==> src/hdl/alc_pkg.sv <==
// Overview of operation
// - first comparator configured by 0x1B low field
// - second comparator configured by 0x1C low field
// - upper three bits set comparator filter time
// - shared daylight trip 0x1D, hysteresis 0x1E
// - shared dark trip 0x1F, hysteresis 0x20
// - daylight step 10 lux, dark 1.25 lux
// - auto bit picks comparator or manual zone
// - configuration bit 6 selects active phototransistor
// - raw level is 13 bits, high:low bytes
// - sensor levels at 0x21..0x22 and 0x23..0x24
// - mode bit 0 enables backlight, hardware clears
// - mode bit 4 dims enabled backlight, hardware settable
// - mode bit 5 clear puts device in standby
// - writing ones clears pending interrupt flags
// - registers 0x00 through 0x24 all readable
// - register contents are volatile flip-flops only
// - pending flags read at offset 0x02
package alc_pkg;
    // Register offsets
    localparam logic [7:0] REG_ID        = 8'h00;
    localparam logic [7:0] REG_MODE      = 8'h01;
    localparam logic [7:0] REG_IRQ       = 8'h02;
    localparam logic [7:0] REG_CFG       = 8'h04;
    localparam logic [7:0] REG_CMP1      = 8'h1B;
    localparam logic [7:0] REG_CMP2      = 8'h1C;
    localparam logic [7:0] REG_DAY_TRIP  = 8'h1D;
    localparam logic [7:0] REG_DAY_HYS   = 8'h1E;
    localparam logic [7:0] REG_DARK_TRIP = 8'h1F;
    localparam logic [7:0] REG_DARK_HYS  = 8'h20;
    localparam logic [7:0] REG_S1_LO     = 8'h21;
    localparam logic [7:0] REG_S1_HI     = 8'h22;
    localparam logic [7:0] REG_S2_LO     = 8'h23;
    localparam logic [7:0] REG_S2_HI     = 8'h24;
    localparam logic [7:0] REG_LAST      = 8'h24;
    localparam int         REG_COUNT     = 37;
    // Field positions
    localparam int MODE_BL_ON   = 0;
    localparam int MODE_AUTO    = 1;
    localparam int MODE_DIM     = 4;
    localparam int MODE_NOT_STANDBY   = 5;
    localparam int CFG_ZONE_LSB = 3;
    localparam int CFG_SENSOR   = 6;
    localparam int CMP_EN       = 0;
    localparam int CMP_FILT_LSB = 5;
    localparam int LEVEL_W      = 13;
    // Reset values
    localparam logic [7:0] MODE_RST  = 8'h00;
    localparam logic [7:0] IRQ_RST   = 8'h00;
    localparam logic [7:0] STORE_RST = 8'h00;
    // Arbitrary identity and bus address values
    localparam logic [7:0] DEVICE_ID  = 8'h5A;
    localparam logic [6:0] SLAVE_ADDR = 7'h2A;
    // Filter timing
    localparam int CLK_PERIOD_NS = 20;
    localparam int FILT_BASE_NS  = 320;
    localparam logic [11:0] FILT_BASE_CYCLES = 12'((FILT_BASE_NS + CLK_PERIOD_NS - 1) / CLK_PERIOD_NS);
    // Brightness zones
    typedef enum logic [1:0] {
        ZONE_DAY    = 2'h0,
        ZONE_OFFICE = 2'h1,
        ZONE_DARK   = 2'h2
    } alc_zone_t;
    // Serial slave states, Gray along the usual path
    typedef enum logic [2:0] {
        I2C_IDLE = 3'h0,
        I2C_ADDR = 3'h1,
        I2C_AACK = 3'h3,
        I2C_WR   = 3'h2,
        I2C_WACK = 3'h6,
        I2C_RD   = 3'h7,
        I2C_RACK = 3'h5
    } alc_i2c_t;
endpackage

==> src/hdl/alc_regs.sv <==
////////////////////////////////////////////////////////////////////////////////
// Light comparator with hysteresis and persistence filter
module alc_comp
    import alc_pkg::*;
(
    // Clock and reset
    input  wire logic               clk_i,
    input  wire logic               sys_rst_i,
    // Measurement and settings
    input  wire logic [LEVEL_W-1:0] level_i,
    input  wire logic [7:0]         cfg_i,
    input  wire logic [7:0]         day_trip_i,
    input  wire logic [7:0]         day_hys_i,
    input  wire logic [7:0]         dark_trip_i,
    input  wire logic [7:0]         dark_hys_i,
    // Decision
    output alc_zone_t               zone_o
);
    logic [11:0] cnt;
    alc_zone_t   target;

    // Daylight compares in 10 lux steps, one step is eight raw counts
    wire [10:0] day_lvl  = {1'b0, level_i[12:3]};
    wire [10:0] day_trip = {3'h0, day_trip_i};
    wire        day_on   = day_lvl >= day_trip;
    wire        day_off  = (day_lvl + {3'h0, day_hys_i}) < day_trip;
    // Dark compares in raw counts of 1.25 lux
    wire [13:0] dk_lvl   = {1'b0, level_i};
    wire [13:0] dk_trip  = {6'h00, dark_trip_i};
    wire        dark_on  = dk_lvl < dk_trip;
    wire        dark_off = dk_lvl >= (dk_trip + {6'h00, dark_hys_i});
    wire        enabled  = cfg_i[CMP_EN];
    // Longer constants need the new zone to persist longer
    wire [11:0] filt_lim = FILT_BASE_CYCLES << cfg_i[CMP_FILT_LSB +: 3];

    // Zone the level points to, from the present zone
    always_comb begin
        target = zone_o;
        case (zone_o)
            ZONE_DAY:    target = day_off ? ZONE_OFFICE : ZONE_DAY;
            ZONE_DARK:   target = dark_off ? ZONE_OFFICE : ZONE_DARK;
            ZONE_OFFICE: target = day_on ? ZONE_DAY : (dark_on ? ZONE_DARK : ZONE_OFFICE);
            default:     target = ZONE_OFFICE;
        endcase
    end

    // Persistence filter; a disabled comparator rests in office
    always_ff @(posedge clk_i or posedge sys_rst_i) begin
        if (sys_rst_i) begin
            zone_o <= ZONE_OFFICE;
            cnt    <= 12'h000;
        end else if (!enabled) begin
            zone_o <= ZONE_OFFICE;
            cnt    <= 12'h000;
        end else if (target == zone_o) begin
            cnt    <= 12'h000;
        end else if (cnt >= filt_lim) begin
            zone_o <= target;
            cnt    <= 12'h000;
        end else begin
            cnt    <= cnt + 12'h001;
        end
    end

    // Checks on the comparator
    property p_cmp_off;
        @(posedge clk_i) disable iff (sys_rst_i)
        !enabled |=> zone_o == ZONE_OFFICE;
    endproperty
    a_cmp_off: assert property (p_cmp_off) else $error("disabled comparator left office");
    property p_cmp_filter;
        @(posedge clk_i) disable iff (sys_rst_i)
        (enabled && $past(enabled) && zone_o != $past(zone_o)) |-> $past(cnt) >= $past(filt_lim);
    endproperty
    a_cmp_filter: assert property (p_cmp_filter) else $error("zone changed before filter time");
    property p_cmp_day;
        @(posedge clk_i) disable iff (sys_rst_i)
        (enabled && zone_o == ZONE_DAY && !day_off && cfg_i == $past(cfg_i)) |=> zone_o == ZONE_DAY;
    endproperty
    a_cmp_day: assert property (p_cmp_day) else $error("daylight left inside hysteresis");
    c_cmp_dark: cover property (@(posedge clk_i) disable iff (sys_rst_i) zone_o == ZONE_DARK);
    c_cmp_day: cover property (@(posedge clk_i) disable iff (sys_rst_i) zone_o == ZONE_DAY);
endmodule

////////////////////////////////////////////////////////////////////////////////
// Register bank behind a serial two-wire slave
module alc_regs
    import alc_pkg::*;
(
    // Clock and reset
    input  wire logic               clk_i,
    input  wire logic               sys_rst_i,
    // Serial bus pins
    input  wire logic               scl_i,
    input  wire logic               sda_i,
    output logic                    sda_o,
    output logic                    sda_oe_n_o,
    // Sensor converter results
    input  wire logic [LEVEL_W-1:0] sensor_one_level_i,
    input  wire logic [LEVEL_W-1:0] sensor_two_level_i,
    // Device events
    input  wire logic               bl_off_req_i,
    input  wire logic               dim_set_i,
    input  wire logic               dim_clr_i,
    input  wire logic [7:0]         irq_event_i,
    // Backlight control
    output logic                    backlight_on_o,
    output logic                    dim_o,
    output logic                    standby_o,
    output logic [1:0]              zone_o
);
    logic       scl_m, scl_s, scl_d;
    logic       sda_m, sda_s, sda_d;
    alc_i2c_t   state;
    logic [2:0] bit_cnt;
    logic [7:0] shreg;
    logic [7:0] ptr;
    logic       byte_full, first, rnw, wrote, mst_nack;
    logic       wr_en;
    logic [7:0] mode_control;
    logic [7:0] interrupt_pending;
    logic [7:0] store [0:REG_COUNT-1];
    alc_zone_t  zone_one, zone_two;

    ////////////////////////////////////////////////////////////////////////////
    // Pin synchronisers; the first stage feeds only the second
    always_ff @(posedge clk_i or posedge sys_rst_i) begin
        if (sys_rst_i) begin
            {scl_m, scl_s, scl_d} <= 3'h7;
            {sda_m, sda_s, sda_d} <= 3'h7;
        end else begin
            {scl_m, scl_s, scl_d} <= {scl_i, scl_m, scl_s};
            {sda_m, sda_s, sda_d} <= {sda_i, sda_m, sda_s};
        end
    end

    // Bus events
    wire start_c  = scl_s && scl_d && sda_d && !sda_s;
    wire stop_c   = scl_s && scl_d && !sda_d && sda_s;
    wire scl_rise = scl_s && !scl_d;
    wire scl_fall = !scl_s && scl_d;

    ////////////////////////////////////////////////////////////////////////////
    // Read decode; unmapped offsets read as zero
    wire        in_range = ptr <= REG_LAST;
    wire [7:0]  s1_hi    = {3'h0, sensor_one_level_i[12:8]};
    wire [7:0]  s2_hi    = {3'h0, sensor_two_level_i[12:8]};
    wire [7:0]  rd_data  = !in_range           ? 8'h00 :
                           ptr == REG_ID       ? DEVICE_ID :
                           ptr == REG_MODE     ? mode_control :
                           ptr == REG_IRQ      ? interrupt_pending :
                           ptr == REG_S1_LO    ? sensor_one_level_i[7:0] :
                           ptr == REG_S1_HI    ? s1_hi :
                           ptr == REG_S2_LO    ? sensor_two_level_i[7:0] :
                           ptr == REG_S2_HI    ? s2_hi :
                           store[ptr[5:0]];

    ////////////////////////////////////////////////////////////////////////////
    // Serial slave: bits sampled on rising clock, driven after falling
    always_ff @(posedge clk_i or posedge sys_rst_i) begin
        if (sys_rst_i) begin
            state      <= I2C_IDLE;
            bit_cnt    <= 3'h0;
            shreg      <= 8'h00;
            ptr        <= 8'h00;
            byte_full  <= 1'b0;
            first      <= 1'b0;
            rnw        <= 1'b0;
            wrote      <= 1'b0;
            mst_nack   <= 1'b0;
            wr_en      <= 1'b0;
            sda_oe_n_o <= 1'b1;
        end else begin
            wr_en <= 1'b0;
            if (start_c) begin
                state      <= I2C_ADDR;
                bit_cnt    <= 3'h0;
                byte_full  <= 1'b0;
                sda_oe_n_o <= 1'b1;
            end else if (stop_c) begin
                state      <= I2C_IDLE;
                sda_oe_n_o <= 1'b1;
            end else if (scl_rise) begin
                if (state == I2C_RACK) begin
                    mst_nack <= sda_s;
                end else if (state == I2C_ADDR || state == I2C_WR || state == I2C_RD) begin
                    // In reads the shift also moves the next bit to the top
                    shreg     <= {shreg[6:0], sda_s};
                    bit_cnt   <= bit_cnt + 3'h1;
                    byte_full <= bit_cnt == 3'h7;
                end
            end else if (scl_fall) begin
                case (state)
                    I2C_ADDR: begin
                        if (byte_full) begin
                            byte_full <= 1'b0;
                            if (shreg[7:1] == SLAVE_ADDR) begin
                                state      <= I2C_AACK;
                                rnw        <= shreg[0];
                                first      <= 1'b1;
                                sda_oe_n_o <= 1'b0;
                            end else begin
                                state <= I2C_IDLE;
                            end
                        end
                    end
                    I2C_AACK: begin
                        if (rnw) begin
                            state      <= I2C_RD;
                            shreg      <= rd_data;
                            sda_oe_n_o <= rd_data[7];
                        end else begin
                            state      <= I2C_WR;
                            sda_oe_n_o <= 1'b1;
                        end
                    end
                    I2C_WR: begin
                        if (byte_full) begin
                            byte_full  <= 1'b0;
                            state      <= I2C_WACK;
                            sda_oe_n_o <= 1'b0;
                            first      <= 1'b0;
                            wrote      <= !first;
                            wr_en      <= !first;
                            if (first) begin
                                ptr <= shreg;
                            end
                        end
                    end
                    I2C_WACK: begin
                        state      <= I2C_WR;
                        sda_oe_n_o <= 1'b1;
                        if (wrote) begin
                            ptr <= ptr + 8'h01;
                        end
                    end
                    I2C_RD: begin
                        if (byte_full) begin
                            byte_full  <= 1'b0;
                            state      <= I2C_RACK;
                            sda_oe_n_o <= 1'b1;
                            ptr        <= ptr + 8'h01;
                        end else begin
                            sda_oe_n_o <= shreg[7];
                        end
                    end
                    I2C_RACK: begin
                        if (mst_nack) begin
                            state <= I2C_IDLE;
                        end else begin
                            state      <= I2C_RD;
                            shreg      <= rd_data;
                            sda_oe_n_o <= rd_data[7];
                        end
                    end
                    default: state <= I2C_IDLE;
                endcase
            end
        end
    end

    // The pin is only ever pulled low
    always_ff @(posedge clk_i or posedge sys_rst_i) begin
        if (sys_rst_i) begin
            sda_o <= 1'b0;
        end else begin
            sda_o <= 1'b0;
        end
    end

    ////////////////////////////////////////////////////////////////////////////
    // Write decode
    wire wr_mode  = wr_en && ptr == REG_MODE;
    wire wr_irq   = wr_en && ptr == REG_IRQ;
    wire ro_hit   = ptr == REG_ID || ptr >= REG_S1_LO;
    wire wr_store = wr_en && in_range && !ro_hit && !wr_mode && !wr_irq;

    // Hardware events win over a host write in the same cycle
    wire [7:0] mode_w = wr_mode ? shreg : mode_control;
    wire [7:0] next_mode_control = {mode_w[7:5],
                                    dim_set_i | (mode_w[MODE_DIM] & ~dim_clr_i),
                                    mode_w[3:1],
                                    mode_w[MODE_BL_ON] & ~bl_off_req_i};
    wire [7:0] clr_mask = wr_irq ? shreg : 8'h00;
    wire [7:0] next_interrupt_pending = (interrupt_pending & ~clr_mask) | irq_event_i;

    // Volatile storage, lost on reset and power loss
    always_ff @(posedge clk_i or posedge sys_rst_i) begin
        if (sys_rst_i) begin
            mode_control      <= MODE_RST;
            interrupt_pending <= IRQ_RST;
            for (int i = 0; i < REG_COUNT; i++) begin
                store[i] <= STORE_RST;
            end
        end else begin
            mode_control      <= next_mode_control;
            interrupt_pending <= next_interrupt_pending;
            if (wr_store) begin
                store[ptr[5:0]] <= shreg;
            end
        end
    end

    ////////////////////////////////////////////////////////////////////////////
    // Two comparators share both threshold pairs
    alc_comp u_comp_one (
        .clk_i       (clk_i),
        .sys_rst_i   (sys_rst_i),
        .level_i     (sensor_one_level_i),
        .cfg_i       (store[REG_CMP1[5:0]]),
        .day_trip_i  (store[REG_DAY_TRIP[5:0]]),
        .day_hys_i   (store[REG_DAY_HYS[5:0]]),
        .dark_trip_i (store[REG_DARK_TRIP[5:0]]),
        .dark_hys_i  (store[REG_DARK_HYS[5:0]]),
        .zone_o      (zone_one)
    );
    alc_comp u_comp_two (
        .clk_i       (clk_i),
        .sys_rst_i   (sys_rst_i),
        .level_i     (sensor_two_level_i),
        .cfg_i       (store[REG_CMP2[5:0]]),
        .day_trip_i  (store[REG_DAY_TRIP[5:0]]),
        .day_hys_i   (store[REG_DAY_HYS[5:0]]),
        .dark_trip_i (store[REG_DARK_TRIP[5:0]]),
        .dark_hys_i  (store[REG_DARK_HYS[5:0]]),
        .zone_o      (zone_two)
    );

    // Zone selection: manual field or chosen sensor
    wire [7:0] cfg_reg     = store[REG_CFG[5:0]];
    wire [1:0] manual_zone = cfg_reg[CFG_ZONE_LSB +: 2];
    wire [1:0] auto_zone   = cfg_reg[CFG_SENSOR] ? zone_two : zone_one;
    wire [1:0] next_zone   = mode_control[MODE_AUTO] ? auto_zone : manual_zone;

    // Registered outputs
    always_ff @(posedge clk_i or posedge sys_rst_i) begin
        if (sys_rst_i) begin
            backlight_on_o <= 1'b0;
            dim_o          <= 1'b0;
            standby_o      <= 1'b1;
            zone_o         <= ZONE_OFFICE;
        end else begin
            backlight_on_o <= mode_control[MODE_BL_ON];
            dim_o          <= mode_control[MODE_BL_ON] & mode_control[MODE_DIM];
            standby_o      <= ~mode_control[MODE_NOT_STANDBY];
            zone_o         <= next_zone;
        end
    end

    ////////////////////////////////////////////////////////////////////////////
    // Checks
    property p_irq_set;
        @(posedge clk_i) disable iff (sys_rst_i)
        |irq_event_i |=> (interrupt_pending & $past(irq_event_i)) == $past(irq_event_i);
    endproperty
    a_irq_set: assert property (p_irq_set) else $error("pending event lost");
    property p_irq_clr;
        @(posedge clk_i) disable iff (sys_rst_i)
        (wr_irq && irq_event_i == 8'h00) |=> (interrupt_pending & $past(shreg)) == 8'h00;
    endproperty
    a_irq_clr: assert property (p_irq_clr) else $error("pending flag not cleared");
    property p_manual;
        @(posedge clk_i) disable iff (sys_rst_i)
        !mode_control[MODE_AUTO] |=> zone_o == $past(manual_zone);
    endproperty
    a_manual: assert property (p_manual) else $error("manual zone not followed");
    property p_sensor;
        @(posedge clk_i) disable iff (sys_rst_i)
        (mode_control[MODE_AUTO] && cfg_reg[CFG_SENSOR]) |=> zone_o == $past(zone_two);
    endproperty
    a_sensor: assert property (p_sensor) else $error("wrong sensor steers zone");
    property p_bl_off;
        @(posedge clk_i) disable iff (sys_rst_i)
        bl_off_req_i |=> ##1 !backlight_on_o;
    endproperty
    a_bl_off: assert property (p_bl_off) else $error("backlight not turned off");
    property p_dim;
        @(posedge clk_i) disable iff (sys_rst_i)
        (dim_set_i && mode_control[MODE_BL_ON] && !bl_off_req_i) |=> ##1 dim_o;
    endproperty
    a_dim: assert property (p_dim) else $error("dim level not applied");
    property p_standby;
        @(posedge clk_i) disable iff (sys_rst_i)
        !mode_control[MODE_NOT_STANDBY] |=> standby_o;
    endproperty
    a_standby: assert property (p_standby) else $error("standby not entered");
    property p_hi_zero;
        @(posedge clk_i) disable iff (sys_rst_i)
        (ptr == REG_S1_HI || ptr == REG_S2_HI) |-> rd_data[7:5] == 3'h0;
    endproperty
    a_hi_zero: assert property (p_hi_zero) else $error("high level bits not zero");
    property p_level;
        @(posedge clk_i) disable iff (sys_rst_i)
        ptr == REG_S2_LO |-> rd_data == sensor_two_level_i[7:0];
    endproperty
    a_level: assert property (p_level) else $error("sensor level misplaced");
    property p_unmapped;
        @(posedge clk_i) disable iff (sys_rst_i)
        !in_range |-> rd_data == 8'h00;
    endproperty
    a_unmapped: assert property (p_unmapped) else $error("unmapped offset not zero");
    c_write: cover property (@(posedge clk_i) disable iff (sys_rst_i) wr_en);
    c_read: cover property (@(posedge clk_i) disable iff (sys_rst_i) state == I2C_RACK && !mst_nack);
    c_clear: cover property (@(posedge clk_i) disable iff (sys_rst_i) wr_irq && interrupt_pending != 8'h00);
endmodule

==> config.mk <==
export PLATFORM = sky130hd
export DESIGN_NAME = alc_regs
export DESIGN_NICKNAME = d
export VERILOG_FILES = /design/src/hdl/alc_pkg.sv /design/src/hdl/alc_regs.sv
export SDC_FILE = /design/constraint.sdc
export NUM_CORES = 1
export LEC_CHECK = 0
export BUFFER_PORTS_ARGS = -buffer_cell sky130_fd_sc_hd__buf_2
export CAP_MARGIN = 20
export CORE_MARGIN = 2
export CORE_UTILIZATION = 61
export DETAILED_ROUTE_END_ITERATION = 6
export PLACE_DENSITY = 0.81
export SETUP_SLACK_MARGIN = 0.3
export SLEW_MARGIN = 15
export SYNTH_ARGS = -nofsm -noshare
export SYNTH_HDL_FRONTEND = slang
export SYNTH_HIERARCHICAL = 1
export SYNTH_SLANG_ARGS = --single-unit
==> constraint.sdc <==
create_clock -name clk_i -period 32.4 [get_ports clk_i]
set_clock_uncertainty 0.1 [all_clocks]
set_input_delay 8.1 -clock clk_i [delete_from_list [all_inputs] [get_ports clk_i]]
set_output_delay 8.1 -clock clk_i [all_outputs]
set_load 0.03 [all_outputs]
==> impl_metrics.env <==
export IMPL_synth_nets=2145
export IMPL_viasPerCell=6.86
export IMPL_status="finished, final reports clean"
export IMPL_finalSetupViolCount=0
export IMPL_ys_top_cells_by_area="dfrtp_1 (42%), mux2_2 (17%), ha_1 (6.9%), mux2i_1 (1.8%), o21ai_0 (1.7%)"
export IMPL_core_area_um2=35700
export IMPL_cts_clk_slew_worst_paths_ns=0.06
export IMPL_die_height_um=195
export IMPL_root_buffer="clkbuf_16"
export IMPL_slowest_stage="a2111oi_4"
export IMPL_netlist_instances=1977
export IMPL_fin_crit_ns=10.95
export IMPL_grt_util_met2_pct=52.3
export IMPL_cts_resized_gates=0
export IMPL_first_pass_iters=7
export IMPL_maxCapViolations=0
export IMPL_ys_seq_area_share_pct=42.9
export IMPL_cp_required_ns=32.71
export IMPL_grt_busiest_layer="met2"
export IMPL_io_pins=48
export IMPL_finalNetCount=2149
export IMPL_vias=17000
export IMPL_place_congestion=0.975
export IMPL_yosys_warnings=6
export IMPL_grt_pass1_vias=17100
export IMPL_synth_edff_count=0
export IMPL_regMostFlops="store"
export IMPL_cp_num_buf_inv=1
export IMPL_crit_arrival_ns=11.26
export IMPL_first_iter_violations=1715
export IMPL_syn_to_final_growth_pct=9.20
export IMPL_dpl_hpwl_mm=42.6
export IMPL_powerDensity_nw_per_um2=45.0
export IMPL_ir_drop_uv=43.0
export IMPL_crit_chain="buf_2, ha_1, a21o_1, o21ai_0, nand2_1, a211oi_1, nor2_1, ha_1, nand3_1, nor2_1, a21o_1, nor4b_2, a2111oi_4, nor3b_1"
export IMPL_track_usage_pct=33.4
export IMPL_async_reset_ff_share_pct=100
export IMPL_fin_hold_ws_ns=0.256
export IMPL_h_tree_depth=2
export IMPL_tightestPinTransition_ns=1.23
export IMPL_synth_avg_cell_area_um2=11.2
export IMPL_initial_core_util_pct=62.2
export IMPL_grt_setup_unrepaired="no"
export IMPL_cts_buffer_depth=3
export IMPL_maxSlewHeadroom_pct=17.9
export IMPL_top_regs="store: 288 flops, u_comp_one/cnt: 12 flops, u_comp_two/cnt: 12 flops"
export IMPL_finalWirelength_mm=62.8
export IMPL_grt_overflow=0
export IMPL_clk_latency_ns=0.60
export IMPL_cts_tree="yes"
export IMPL_path_class="in2reg"
export IMPL_rows=69
export IMPL_drc=0
export IMPL_min_period_over_period_pct=33.8
export IMPL_postCtsSetupRepairBufs=0
export IMPL_cp_top_family="compound AO/OA/AOI/OAI gates"
export IMPL_cts_made_buffers=42
export IMPL_synth_top_flop_cell="dfrtp_1"
export IMPL_cts_sinks=380
export IMPL_io_buffers=46
export IMPL_syn_cell_area_um2=22200
export IMPL_tns_ns=0
export IMPL_wire_per_inst_um=25.4
export IMPL_antenna_cells=0
export IMPL_yosysTopAreaCell="dfrtp_1"
export IMPL_max_freq_ghz=0.0913
export IMPL_yosysMostFrequentCell="dfrtp_1"
export IMPL_drv_slew=0
export IMPL_hold_buffers=0
export IMPL_critPathCaptureType="flip-flop"
export IMPL_hold_viol_final=0
export IMPL_critical_path_max_stage_delay_ns=0.84
export IMPL_synth_top_cells_by_count="dfrtp_1 (369), mux2_2 (332), ha_1 (123)"
export IMPL_min_path_type="reg2reg"
export IMPL_use_met1_pct=45.3
export IMPL_p_leak_nw=10.9
export IMPL_dieArea_um2=37900
export IMPL_crit_fanout=12
export IMPL_synth_top_area_share_pct=41.6
export IMPL_grt_pass1_wl_mm=98.1
export IMPL_use_met3_pct=6.33
export IMPL_ant_nets=0
export IMPL_drive_gt1_share_pct=29.9
export IMPL_synth_seq_cells=380
export IMPL_grt_max_degree=117
export IMPL_critPathLaunchType="input pin"
export IMPL_ys_types=89
export IMPL_utilization_pct=67.9
export IMPL_antenna_found_initial=1
export IMPL_largest_reg_flops=288
export IMPL_dieWidth_um=195
kinds of logic after synthesis:
group	count (synthesis)	synth area share, %
flops	380	42.9
fa+ha+maj	127	7.30
simple gates	445	11.5
compound gates	399	12.9
mux	386	20.1
buf+inv	194	3.46
xor+xnor	45	1.78
other cells	1	0.0169
through the flow:
stage	total power (W)	instances	setup slack, ns	instance area (µm²)
after CTS	0.00109	2474	21.47	24200
after detailed placement	0.000597	2397	20.87	22700
after floorplan	0.000556	1977	14.45	22200
after global routing	0.00112	2475	21.09	24200
final	0.00109	2475	21.45	24200
after global placement	0.000593	2397	20.95	22700
layout make-up:
type | instances | area (µm²)
tap | 461 | 577
clock buffer | 59 | 1250
multi-input combinational | 1403 | 11900
clock inverter | 18 | 225
sequential | 380 | 9530
inverter | 82 | 315
fill | 2619 | 11400
timing repair buffer | 72 | 429
power breakdown:
part	total, W	switching [W]	internal [W]
Clock	0.000498	0.000202	0.000295
Combinational	0.0000966	0.0000743	0.0000223
Sequential	0.000496	0.0000145	0.000481
Total	0.00109	0.000291	0.000799
cells in the final DEF, fill, tap and decap left out, types with 32 or more instances in the layout:
cell type  count
a21oi_1       68
inv_1         77
dfrtp_1      365
nor2_2        32
mux2i_1       40
o21ai_0       76
ha_1         123
nand2_1       99
nand3_1       43
buf_2         46
mux2_2       332
clkbuf_16     43
nor2_1        69
path summary, 6_finish.rpt:
kind / endpoint / cells past startpoint / slack, ns / startpoint
max: u_comp_one/cnt[1]$_DFF_PP0_ / 14 / 21.45 / sensor_one_level_i[4]
min: sda_s$_DFF_PP1_ / 0 / 0.26 / sda_m$_DFF_PP1_
max reg2reg: u_comp_one/cnt[1]$_DFF_PP0_ / 16 / 27.68 / store[40]$_DFFE_PP0P_
min reg2reg: sda_s$_DFF_PP1_ / 0 / 0.26 / sda_m$_DFF_PP1_
max in group asynchronous: cfg_reg[2]$_DFFE_PP0P_ / 4 / 22.33 / sys_rst_i
min in group asynchronous: u_comp_one/zone_o[1]$_DFFE_PP0P_ / 2 / 7.54 / sys_rst_i
metal layers:
metal	part of all wire [%]	vias to the layer above
met5	0.021	-
met4	5.0	2
met3	8.4	214
met2	46	864
met1	41	8564
li1	-	7338
No activity file was read; power rests on OpenSTA's default activity.
